===== src/include/sleep_sync_pkg.sv =====
package sleep_sync_pkg;

    // ----------------------------------------
    // widths and carriers
    // ----------------------------------------
    localparam int TW = 16;                      // time fields, in ms
    localparam int AW = 8;                       // apb address width
    localparam int MW = 8;                       // missed-sync counter width
    localparam int CW = 7;                       // control register width

    // sync message contents, one record per message
    typedef struct packed {
        logic [TW-1:0] sleep_ms;
        logic [TW-1:0] wake_ms;
    } sync_msg_t;

    // cycle phase of a sleep-compatible node
    typedef enum logic [0:0] {
        CYC_AWAKE = 1'b0,
        CYC_ASLEEP = 1'b1
    } cycle_state_t;

    // ----------------------------------------
    // register map (byte addresses)
    // ----------------------------------------
    localparam logic [AW-1:0] ADDR_CTRL = 8'h00;
    localparam logic [AW-1:0] ADDR_SLEEP = 8'h04;
    localparam logic [AW-1:0] ADDR_WAKE = 8'h08;
    localparam logic [AW-1:0] ADDR_NET = 8'h0C;
    localparam logic [AW-1:0] ADDR_ACT_SLEEP = 8'h10;
    localparam logic [AW-1:0] ADDR_ACT_WAKE = 8'h14;
    localparam logic [AW-1:0] ADDR_STATUS = 8'h18;
    localparam logic [AW-1:0] ADDR_SYNC_PROPAGATION_TIME = 8'h1C;

    // control fields
    localparam int CTRL_MODE_LSB = 0;
    localparam int CTRL_MODE_MSB = 3;
    localparam int CTRL_EARLY_DIS = 4;
    localparam int CTRL_NONCOORD = 5;
    localparam int CTRL_PREF = 6;
    localparam logic [3:0] MODE_SUPPORT = 4'h7;
    localparam logic [3:0] MODE_CYCLIC = 4'h8;

    // network parameter fields
    localparam int NET_HOP_LSB = 0;
    localparam int NET_SLOT_LSB = 8;

    // status fields
    localparam int ST_COORD = 0;
    localparam int ST_AWAKE = 1;
    localparam int ST_SYNCED = 2;
    localparam int ST_PUSH = 3;
    localparam int ST_MISS_LSB = 8;

    // reset values
    localparam logic [CW-1:0] CTRL_RST = 7'h00;
    localparam logic [TW-1:0] SLEEP_RST = 16'h00C8;
    localparam logic [TW-1:0] WAKE_RST = 16'h07D0;
    localparam logic [31:0] NET_RST = 32'h0000_0307;

    // ----------------------------------------
    // timing
    // ----------------------------------------
    localparam int CLK_HZ = 25000000;
    localparam int MS_PER_S = 1000;
    localparam int MS_TICK_DEFAULT = CLK_HZ / MS_PER_S;
    localparam int SYNC_PROPAGATION_TIME_UNIT_MS = 16;
    localparam logic [TW-1:0] BTN_HOLD_MS = 16'd2000;
    localparam logic [TW-1:0] WAKE_HOLD_MS = 16'd30000;
    localparam logic [TW-1:0] PRESS_WIN_MS = 16'd500;
    localparam logic [TW-1:0] LED_SLOW_MS = 16'd1000;
    localparam logic [TW-1:0] LED_FAST_MS = 16'd250;
    localparam int GUARD_BASE_MS = 4;
    localparam int GUARD_STEP_MS = 8;
    localparam int EARLY_STEP_MS = 8;
    localparam int DRIFT_SHIFT = 6;

endpackage : sleep_sync_pkg


===== src/hdl/sleep_sync_coordinator.sv =====
// Implementation choices: the register addresses and the APB register port.
module sleep_sync_coordinator import sleep_sync_pkg::*; #(
    parameter int unsigned MS_TICK_CYC = MS_TICK_DEFAULT
) (
    input wire logic i_ref_clk,
    input wire logic i_srst,
    input wire logic i_psel,
    input wire logic i_penable,
    input wire logic i_pwrite,
    input wire logic [AW-1:0] i_paddr,
    input wire logic [31:0] i_pwdata,
    output logic [31:0] o_prdata,
    output logic o_pready,
    output logic o_pslverr,
    input wire logic i_commission_btn,
    input wire logic i_sync_rx_valid,
    input wire sync_msg_t i_sync_rx_msg,
    input wire logic i_sync_req_rx,
    output logic o_sync_tx_valid,
    output sync_msg_t o_sync_tx_msg,
    output logic o_sync_req_tx,
    output logic o_awake,
    output logic o_assoc_led,
    output logic o_coordinator,
    output logic [TW-1:0] o_guard_ms,
    output logic [TW-1:0] o_tx_window_ms
);

    // ----------------------------------------
    // helpers
    // ----------------------------------------
    // clip a wide time to the field width
    function automatic logic [TW-1:0] clip(input logic [23:0] v);
        clip = (v > 24'(16'hFFFF)) ? 16'hFFFF : v[TW-1:0];
    endfunction : clip

    // subtract, never below one ms
    function automatic logic [TW-1:0] sub_min1(input logic [TW-1:0] a, input logic [23:0] b);
        sub_min1 = (b >= 24'(a)) ? 16'h0001 : a - b[TW-1:0];
    endfunction : sub_min1

    // propagation estimate from the net register
    function automatic logic [23:0] calc_sync_propagation_time(input logic [31:0] net);
        calc_sync_propagation_time = 24'(net[NET_SLOT_LSB +: 8] * net[NET_HOP_LSB +: 8]) * 24'(SYNC_PROPAGATION_TIME_UNIT_MS);
    endfunction : calc_sync_propagation_time

    // ----------------------------------------
    // state
    // ----------------------------------------
    logic [31:0] tick_cnt_reg;                   // ms prescaler
    logic pready_reg, pslverr_reg;
    logic [31:0] prdata_reg;
    logic [CW-1:0] ctrl_reg;                     // mode and options
    logic [TW-1:0] sleep_reg, wake_reg;          // local settings
    logic [31:0] net_reg;                        // hop and slot counts
    sync_msg_t net_msg_reg;                      // values in use by network
    logic adj_reg, chg_reg, net_chg_reg;         // one-cycle-late write effects
    cycle_state_t state_reg;
    logic [TW-1:0] phase_reg;                    // ms left in current phase
    logic [MW-1:0] missed_reg;
    logic seen_reg, synced_reg, coord_reg, push_reg;
    logic [TW-1:0] hold_left_reg;                // button wake hold-off
    logic btn_meta_reg, btn_sync_reg, btn_prev_reg;
    logic [TW-1:0] press_ms_reg, win_ms_reg;
    logic [1:0] press_cnt_reg;
    logic [TW-1:0] led_cnt_reg;
    logic led_reg, tx_valid_reg, req_reg, awake_reg;
    sync_msg_t tx_msg_reg;
    logic [TW-1:0] guard_reg, window_reg;

    // ----------------------------------------
    // apb decode
    // ----------------------------------------
    wire tick = (tick_cnt_reg == 32'(MS_TICK_CYC - 1));
    wire apb_first = i_psel & i_penable & ~pready_reg;
    wire apb_done = i_psel & i_penable & pready_reg;
    wire hit_ctrl = (i_paddr == ADDR_CTRL);
    wire hit_sleep = (i_paddr == ADDR_SLEEP);
    wire hit_wake = (i_paddr == ADDR_WAKE);
    wire hit_net = (i_paddr == ADDR_NET);
    wire hit_asl = (i_paddr == ADDR_ACT_SLEEP);
    wire hit_awk = (i_paddr == ADDR_ACT_WAKE);
    wire hit_st = (i_paddr == ADDR_STATUS);
    wire hit_sync_propagation_time = (i_paddr == ADDR_SYNC_PROPAGATION_TIME);
    wire mapped = hit_ctrl | hit_sleep | hit_wake | hit_net | hit_asl | hit_awk | hit_st | hit_sync_propagation_time;
    // writes land only on the edge that sees pready high
    wire wr = apb_done & i_pwrite;
    wire wr_ctrl = wr & hit_ctrl;
    wire wr_sleep = wr & hit_sleep;
    wire wr_wake = wr & hit_wake;
    wire wr_net = wr & hit_net;

    // ----------------------------------------
    // mode and active values
    // ----------------------------------------
    wire [3:0] mode = ctrl_reg[CTRL_MODE_MSB:CTRL_MODE_LSB];
    wire is_support = (mode == MODE_SUPPORT);
    wire is_cyclic = (mode == MODE_CYCLIC);
    wire capable = is_support | is_cyclic;
    wire noncoord = ctrl_reg[CTRL_NONCOORD];
    wire early_en = ~ctrl_reg[CTRL_EARLY_DIS];
    // network values once synced or coordinating, else local
    wire use_net = synced_reg | coord_reg;
    wire [TW-1:0] act_sleep = use_net ? net_msg_reg.sleep_ms : sleep_reg;
    wire [TW-1:0] act_wake = use_net ? net_msg_reg.wake_ms : wake_reg;
    wire [23:0] sync_propagation_time = calc_sync_propagation_time(net_reg);
    // minimum wake: propagation plus a drift share of the sleep period
    wire [TW-1:0] min_wake = clip(sync_propagation_time + 24'(sleep_reg >> DRIFT_SHIFT));

    // ----------------------------------------
    // commissioning button
    // ----------------------------------------
    wire btn = btn_sync_reg;
    wire btn_fall = ~btn & btn_prev_reg;
    wire hold_hit = btn & tick & (press_ms_reg == BTN_HOLD_MS - 16'd1);
    wire short_rel = btn_fall & (press_ms_reg < BTN_HOLD_MS);
    wire win_end = (press_cnt_reg != 2'd0) & ~btn & tick & (win_ms_reg == PRESS_WIN_MS - 16'd1);
    wire single_press = win_end & (press_cnt_reg == 2'd1);
    wire double_press = win_end & (press_cnt_reg == 2'd2);

    // ----------------------------------------
    // coordinator decisions
    // ----------------------------------------
    wire local_differs = (sleep_reg != net_msg_reg.sleep_ms) | (wake_reg != net_msg_reg.wake_ms);
    // the non-coordinator option or a mode other than support or cyclic blocks taking the role
    wire may_coord = capable & ~noncoord;
    wire become = may_coord & ((chg_reg & local_differs) | net_chg_reg);
    wire nominate = may_coord & double_press;
    wire pref = may_coord & ctrl_reg[CTRL_PREF];

    // ----------------------------------------
    // cycle schedule
    // ----------------------------------------
    wire phase_end = tick & (phase_reg == 16'd0);
    wire wake_start = capable & phase_end & (state_reg == CYC_ASLEEP);
    wire go_sleep = capable & phase_end & (state_reg == CYC_AWAKE);
    // the coordinator never accepts syncs; election is not modelled
    wire sync_ok = capable & i_sync_rx_valid & ~coord_reg;
    wire btn_wake = capable & ((single_press & synced_reg & (state_reg == CYC_ASLEEP)) | hold_hit);
    wire coord_send = wake_start & coord_reg;
    wire [TW-1:0] wake_load = (coord_reg & push_reg) ? wake_reg : act_wake;
    wire [23:0] early_off = early_en ? 24'(missed_reg) * 24'(EARLY_STEP_MS) : 24'd0;
    wire [TW-1:0] eff_sleep = sub_min1(act_sleep, early_off);
    wire [23:0] guard_w = 24'(GUARD_BASE_MS) + 24'(missed_reg) * 24'(GUARD_STEP_MS)
                          + 24'(act_sleep >> DRIFT_SHIFT);
    wire [TW-1:0] guard = clip(guard_w);
    wire [16:0] two_guard = {guard, 1'b0};
    wire [TW-1:0] window = (17'(act_wake) > two_guard) ? act_wake - two_guard[TW-1:0] : 16'd0;
    // support and normal nodes never drop their receiver
    wire awake = ~is_cyclic | (state_reg == CYC_AWAKE) | (hold_left_reg != 16'd0);
    wire req_answer = i_sync_req_rx & awake_reg & use_net & capable;

    // ----------------------------------------
    // next values
    // ----------------------------------------
    wire [CW-1:0] ctrl_next = wr_ctrl ? i_pwdata[CW-1:0] : ctrl_reg;
    wire [TW-1:0] sleep_next = wr_sleep ? i_pwdata[TW-1:0] : sleep_reg;
    wire [TW-1:0] wake_next = wr_wake ? i_pwdata[TW-1:0] :
                              (adj_reg & (wake_reg < min_wake)) ? min_wake : wake_reg;
    wire [31:0] net_next = wr_net ? i_pwdata : net_reg;
    // received values kept apart from local settings
    wire sync_msg_t net_msg_next = sync_ok ? i_sync_rx_msg :
                                   (coord_send & push_reg) ? {sleep_reg, wake_reg} : net_msg_reg;
    wire cycle_state_t state_next = ~capable ? CYC_ASLEEP :
                                    (sync_ok | wake_start | btn_wake) ? CYC_AWAKE :
                                    go_sleep ? CYC_ASLEEP : state_reg;
    wire [TW-1:0] phase_next = ~capable ? 16'd0 :
                               sync_ok ? i_sync_rx_msg.wake_ms :
                               (wake_start | btn_wake) ? wake_load :
                               go_sleep ? eff_sleep :
                               (tick & (phase_reg != 16'd0)) ? phase_reg - 16'd1 : phase_reg;
    wire miss_inc = wake_start & synced_reg & ~coord_reg & ~seen_reg & (missed_reg != {MW{1'b1}});
    wire [MW-1:0] missed_next = sync_ok ? '0 : miss_inc ? missed_reg + 1'b1 : missed_reg;
    wire seen_next = sync_ok | (seen_reg & ~wake_start);
    wire synced_next = capable & (sync_ok | synced_reg);
    wire coord_next = capable & (become | nominate | pref | coord_reg);
    wire push_next = capable & (become | (push_reg & ~coord_send));
    wire [TW-1:0] hold_next = hold_hit ? WAKE_HOLD_MS :
                              (tick & (hold_left_reg != 16'd0)) ? hold_left_reg - 16'd1 : hold_left_reg;
    wire [TW-1:0] press_next = ~btn ? 16'd0 :
                               (tick & (press_ms_reg != BTN_HOLD_MS)) ? press_ms_reg + 16'd1 : press_ms_reg;
    wire [1:0] pcnt_next = win_end ? 2'd0 :
                           (short_rel & (press_cnt_reg != 2'd2)) ? press_cnt_reg + 2'd1 : press_cnt_reg;
    wire [TW-1:0] win_next = (short_rel | win_end) ? 16'd0 :
                             ((press_cnt_reg != 2'd0) & tick) ? win_ms_reg + 16'd1 : win_ms_reg;
    wire led_en = coord_reg | (synced_reg & awake_reg);
    wire [TW-1:0] led_period = coord_reg ? LED_SLOW_MS : LED_FAST_MS;
    wire led_wrap = tick & (led_cnt_reg >= led_period - 16'd1);
    wire [TW-1:0] led_cnt_next = ~led_en ? 16'd0 : led_wrap ? 16'd0 : tick ? led_cnt_reg + 16'd1 : led_cnt_reg;
    wire led_next = led_en & (led_wrap ? ~led_reg : led_reg);
    wire sync_msg_t tx_msg_next = (coord_send & push_reg) ? {sleep_reg, wake_reg} : net_msg_reg;
    wire req_next = wake_start & ~synced_reg & ~coord_reg & is_cyclic;

    // ----------------------------------------
    // read mux
    // ----------------------------------------
    wire [31:0] status_w = {16'd0, missed_reg, 4'd0, push_reg, synced_reg, awake_reg, coord_reg};
    wire [31:0] rd_data = hit_ctrl ? 32'(ctrl_reg) :
                          hit_sleep ? 32'(sleep_reg) :
                          hit_wake ? 32'(wake_reg) :
                          hit_net ? net_reg :
                          hit_asl ? 32'(act_sleep) :
                          hit_awk ? 32'(act_wake) :
                          hit_st ? status_w :
                          hit_sync_propagation_time ? 32'(sync_propagation_time) : 32'd0;

    // ----------------------------------------
    // bus slave registers
    // ----------------------------------------
    // one wait state; unmapped reads zero with pslverr
    always_ff @(posedge i_ref_clk) begin
        pready_reg <= ~i_srst & apb_first;
        pslverr_reg <= ~i_srst & apb_first & ~mapped;
        prdata_reg <= i_srst ? 32'd0 : apb_first ? rd_data : prdata_reg;
    end

    // ----------------------------------------
    // configuration registers
    // ----------------------------------------
    always_ff @(posedge i_ref_clk) begin
        if (i_srst) begin
            ctrl_reg <= CTRL_RST;                // normal, non-sleeping
            sleep_reg <= SLEEP_RST;
            wake_reg <= WAKE_RST;
            net_reg <= NET_RST;
            adj_reg <= 1'b0;
            chg_reg <= 1'b0;
            net_chg_reg <= 1'b0;
        end else begin
            ctrl_reg <= ctrl_next;
            sleep_reg <= sleep_next;
            wake_reg <= wake_next;
            net_reg <= net_next;
            adj_reg <= wr_sleep | wr_net;
            chg_reg <= wr_sleep | wr_wake;
            net_chg_reg <= wr_net;
        end
    end

    // ----------------------------------------
    // schedule and sync state
    // ----------------------------------------
    always_ff @(posedge i_ref_clk) begin
        if (i_srst) begin
            tick_cnt_reg <= 32'd0;
            net_msg_reg <= {SLEEP_RST, WAKE_RST};
            state_reg <= CYC_ASLEEP;
            phase_reg <= 16'd0;
            missed_reg <= '0;
            seen_reg <= 1'b0;
            synced_reg <= 1'b0;
            coord_reg <= 1'b0;
            push_reg <= 1'b0;
            hold_left_reg <= 16'd0;
        end else begin
            tick_cnt_reg <= tick ? 32'd0 : tick_cnt_reg + 32'd1;
            net_msg_reg <= net_msg_next;
            state_reg <= state_next;
            phase_reg <= phase_next;
            missed_reg <= missed_next;
            seen_reg <= seen_next;
            synced_reg <= synced_next;
            coord_reg <= coord_next;
            push_reg <= push_next;
            hold_left_reg <= hold_next;
        end
    end

    // ----------------------------------------
    // button synchroniser and press timing
    // ----------------------------------------
    // pin is asynchronous; meta stage feeds only the sync stage
    always_ff @(posedge i_ref_clk) begin
        if (i_srst) begin
            btn_meta_reg <= 1'b0;
            btn_sync_reg <= 1'b0;
            btn_prev_reg <= 1'b0;
            press_ms_reg <= 16'd0;
            press_cnt_reg <= 2'd0;
            win_ms_reg <= 16'd0;
        end else begin
            btn_meta_reg <= i_commission_btn;
            btn_sync_reg <= btn_meta_reg;
            btn_prev_reg <= btn_sync_reg;
            press_ms_reg <= press_next;
            press_cnt_reg <= pcnt_next;
            win_ms_reg <= win_next;
        end
    end

    // ----------------------------------------
    // registered outputs
    // ----------------------------------------
    always_ff @(posedge i_ref_clk) begin
        if (i_srst) begin
            led_cnt_reg <= 16'd0;
            led_reg <= 1'b0;
            tx_valid_reg <= 1'b0;
            tx_msg_reg <= '0;
            req_reg <= 1'b0;
            awake_reg <= 1'b1;
            guard_reg <= 16'd0;
            window_reg <= 16'd0;
        end else begin
            led_cnt_reg <= led_cnt_next;
            led_reg <= led_next;
            tx_valid_reg <= coord_send | req_answer;
            tx_msg_reg <= tx_msg_next;
            req_reg <= req_next;
            awake_reg <= awake;
            guard_reg <= guard;
            window_reg <= window;
        end
    end

    assign o_prdata = prdata_reg;
    assign o_pready = pready_reg;
    assign o_pslverr = pslverr_reg;
    assign o_sync_tx_valid = tx_valid_reg;
    assign o_sync_tx_msg = tx_msg_reg;
    assign o_sync_req_tx = req_reg;
    assign o_awake = awake_reg;
    assign o_assoc_led = led_reg;
    assign o_coordinator = coord_reg;
    assign o_guard_ms = guard_reg;
    assign o_tx_window_ms = window_reg;

endmodule : sleep_sync_coordinator


===== config.mk =====
export PLATFORM = sky130hd
export DESIGN_NAME = sleep_sync_coordinator
export DESIGN_NICKNAME = d
export VERILOG_FILES = /design/src/include/sleep_sync_pkg.sv /design/src/hdl/sleep_sync_coordinator.sv
export SDC_FILE = /design/constraint.sdc
export NUM_CORES = 1
export LEC_CHECK = 0
export BUFFER_PORTS_ARGS = -buffer_cell sky130_fd_sc_hd__buf_2
export CORE_MARGIN = 1
export CORE_UTILIZATION = 55
export DETAILED_ROUTE_END_ITERATION = 12
export PLACE_DENSITY = 0.81
export SLEW_MARGIN = 20
export SYNTH_ARGS = -nofsm -noshare
export SYNTH_HDL_FRONTEND = slang
export SYNTH_SLANG_ARGS = --single-unit

===== constraint.sdc =====
create_clock -name i_ref_clk -period 10.9 [get_ports i_ref_clk]
set_input_delay 2.18 -clock i_ref_clk [delete_from_list [all_inputs] [get_ports i_ref_clk]]
set_output_delay 2.18 -clock i_ref_clk [all_outputs]
set_load 0.02 [all_outputs]

==> flow_metrics.tcl <==
set metrics [dict create \
    grt_use_total_pct 33.77 \
    leakagePower_nw 9.400 \
    worstPathArrival_ps 8690 \
    clock_power_share_pct 48.5 \
    synth_area_leader_cell "dfxtp_1" \
    grt-ovfl-total 0 \
    post_drt_wl_per_cell_microns 20.92 \
    met1_usage_pct 43.81 \
    period_needed_ps 8228 \
    num-fill-cells 2996 \
    firstDrtPassIters 6 \
    ctsRootBufferMaster "clkbuf_16" \
    avgSynthCellArea_sq_um 8.342 \
    powerDensity_nw_per_um2 118.3 \
    final_layout_size_suffix_gt1_share_pct 12.90 \
    layout.nets 2671 \
    ys_types 79 \
    worst_slack_ps 2672 \
    worst_pin_slew_ps 1028 \
    synth_seq_cells 334 \
    path_clk_slew_ps 70 \
    clock_path_buffers 3 \
    multiInputGateArea_sq_um 11840 \
    synth_area_leaders "dfxtp_1 (35%), ha_1 (6.6%), nor2_1 (6.1%), nand2_1 (4.5%), xnor2_1 (4.2%)" \
    vias 18068 \
    grt_pass1_wl_microns 95250 \
    cp-end-kind "register" \
    diodes 0 \
    dp.cells 2866 \
    antenna_left 0 \
    syn_inst 2320 \
    synth_ff_type "dfxtp_1" \
    instances_no_fill 2928 \
    yosysMostFrequentCell "dfxtp_1" \
    p_sw_share_pct 22.62 \
    skew_ps 25.26 \
    use_met3_pct 7.600 \
    synth_common_cells "dfxtp_1 (334), nor2_1 (317), nand2_1 (232)" \
    seq_area_sq_um 6686 \
    die_y_microns 189.6 \
    die-area_sq_um 35940 \
    antenna_found_initial 1 \
    setup-tns-final_ps 0 \
    core-area_sq_um 34540 \
    cts.htree.levels 2 \
    vias_per_cell 6.171 \
    max_stage_delay_ps 660 \
    ctsResizeCount 0 \
    finalHoldViolCount 0 \
    rows 68 \
    slew_headroom_pct 31.29 \
    synth-async-reset-ratio_pct 0 \
    place.gp.congestion 0.9815 \
    synth_top_area_share_pct 34.55 \
    use_met2_pct 53.06 \
    area_growth_pct 12.59 \
    routed_wl_microns 61260 \
    crit_path_start_kind "register" \
    grt-busiest-layer "met2" \
    min_path_type "register to register" \
    ys_seq_area_share_pct 34.55 \
    ctsHoldBuffers 0 \
    fmax_mhz 121.5 \
    drt_iter0_drc 1807 \
    post-route-period-util_pct 75.49 \
    start_util_pct 56.02 \
    rsz0062_at_grt "no" \
    grt_max_degree 115 \
    p_comb_share_pct 3.6 \
    crit_type "register to register" \
    p_seq_share_pct 47.9 \
    ir_worst_vdd_v 0.0001464 \
    dpl.hpwl_microns 45550 \
    clkSinkCount 334 \
    worstPathMaxFanout 32 \
    setup_viol 0 \
    worst_ep_required_time_ps 11360 \
    syn_area_sq_um 19350 \
    numCtsBuffers 36 \
    fp.dieW_microns 189.6 \
    insertion_delay_ps 540 \
    synth-edff-count 0 \
    tritoncts "done" \
    drv_slew 0 \
    status "completed" \
    ios 183 \
    p_int_w 0.001994 \
    cpMaxStageDelayCell "nand2_1" \
    synth_warnings 0 \
    path_common_cell "fa_1" \
    portBuffers 178 \
    place_ws_ps 2825 \
    drc_errors 0 \
    p_sw_w 0.0005832 \
    grt_pass1_vias 17196 \
    max-cap-violations 0 \
    cts_setup_buffers 0 \
]
## cell usage in the layout (no fill, tap or decap), drive strengths merged, types with 62 or more instances in the layout
cell type    n
a21oi      129
and2        64
buf        200
dfxtp      334
ha         102
inv        111
mux2i       74
nand2      232
nor2       321
nor3        62
o21ai       93
xnor2       92
xor2        68
## power by group through the flow
stage / combinational [W] / clock, W / sequential (W)
floorplan: 0.0000418 / 0 / 0.00127
detailed placement: 0.0000907 / 0 / 0.00126
finish: 0.0000935 / 0.00125 / 0.00123
global route: 0.0000982 / 0.00132 / 0.00123
global placement: 0.0000901 / 0 / 0.00126
CTS: 0.0000911 / 0.00126 / 0.00123
## logic make-up (layout without fill, tap and decap cells)
kind of cell,after synthesis,count (layout),synth area share (%)
and+or+nand+nor,929,929,22.88
muxes,103,103,5.825
xor gates and xnor gates,160,160,7.241
adders and majority gates,142,142,10.73
buffers and inverters,222,372,4.435
AOI/OAI and AO/OA,429,429,14.31
other,1,4,0.01938
DFF,334,334,34.55
## critical path: cells and delay by family (launching register included)
kind	cells	cell delay, ps
adders and majority gates	6	2730
and+or+nand+nor	7	2120
AOI/OAI and AO/OA	10	1870
DFF	1	500
buffers and inverters	4	500
muxes	1	410
## per-stage QoR
stage	instance area, sq um	total power [W]	hold slack [ps]	utilization (%)
after floorplan	19360	0.001310	413.8	-
after global placement	20570	0.001351	441.6	59.54
after detailed placement	20570	0.001351	445.0	59.54
after CTS	21780	0.002587	454.8	63.05
after global routing	21790	0.002649	473.2	63.08
final	21790	0.002578	451.5	63.08
## per-layer routing
layer  wire length (microns)  share of wire, %  up-vias
met5                      11             0.018        -
met4                    3176               5.2        2
met3                    6248                10      216
met2                   26900                44      978
met1                   24920                41     8527
li1                        -                 -     8345
## layout make-up
class | instances | area share [%]
Multi-Input combinational cell | 1767 | 54.34
Sequential cell | 334 | 30.69
Timing Repair Buffer | 200 | 4.892
Clock buffer | 44 | 4.651
Tap cell | 455 | 2.613
Inverter | 110 | 1.895
Clock inverter | 18 | 0.9188
## path summary, 6_finish.rpt
path | startpoint | endpoint | slack (ps) | cells past startpoint
max reg2reg | net_reg[8]$_SDFFE_PP1P_ | wake_reg[4]$_SDFFE_PP1P_ | 2670 | 28
min | btn_meta_reg$_SDFF_PP0_ | btn$_SDFF_PP0_ | 450 | 1
max | net_reg[8]$_SDFFE_PP1P_ | wake_reg[4]$_SDFFE_PP1P_ | 2670 | 28
min reg2reg | btn_meta_reg$_SDFF_PP0_ | btn$_SDFF_PP0_ | 450 | 1
(Power assumes the default switching activity.)
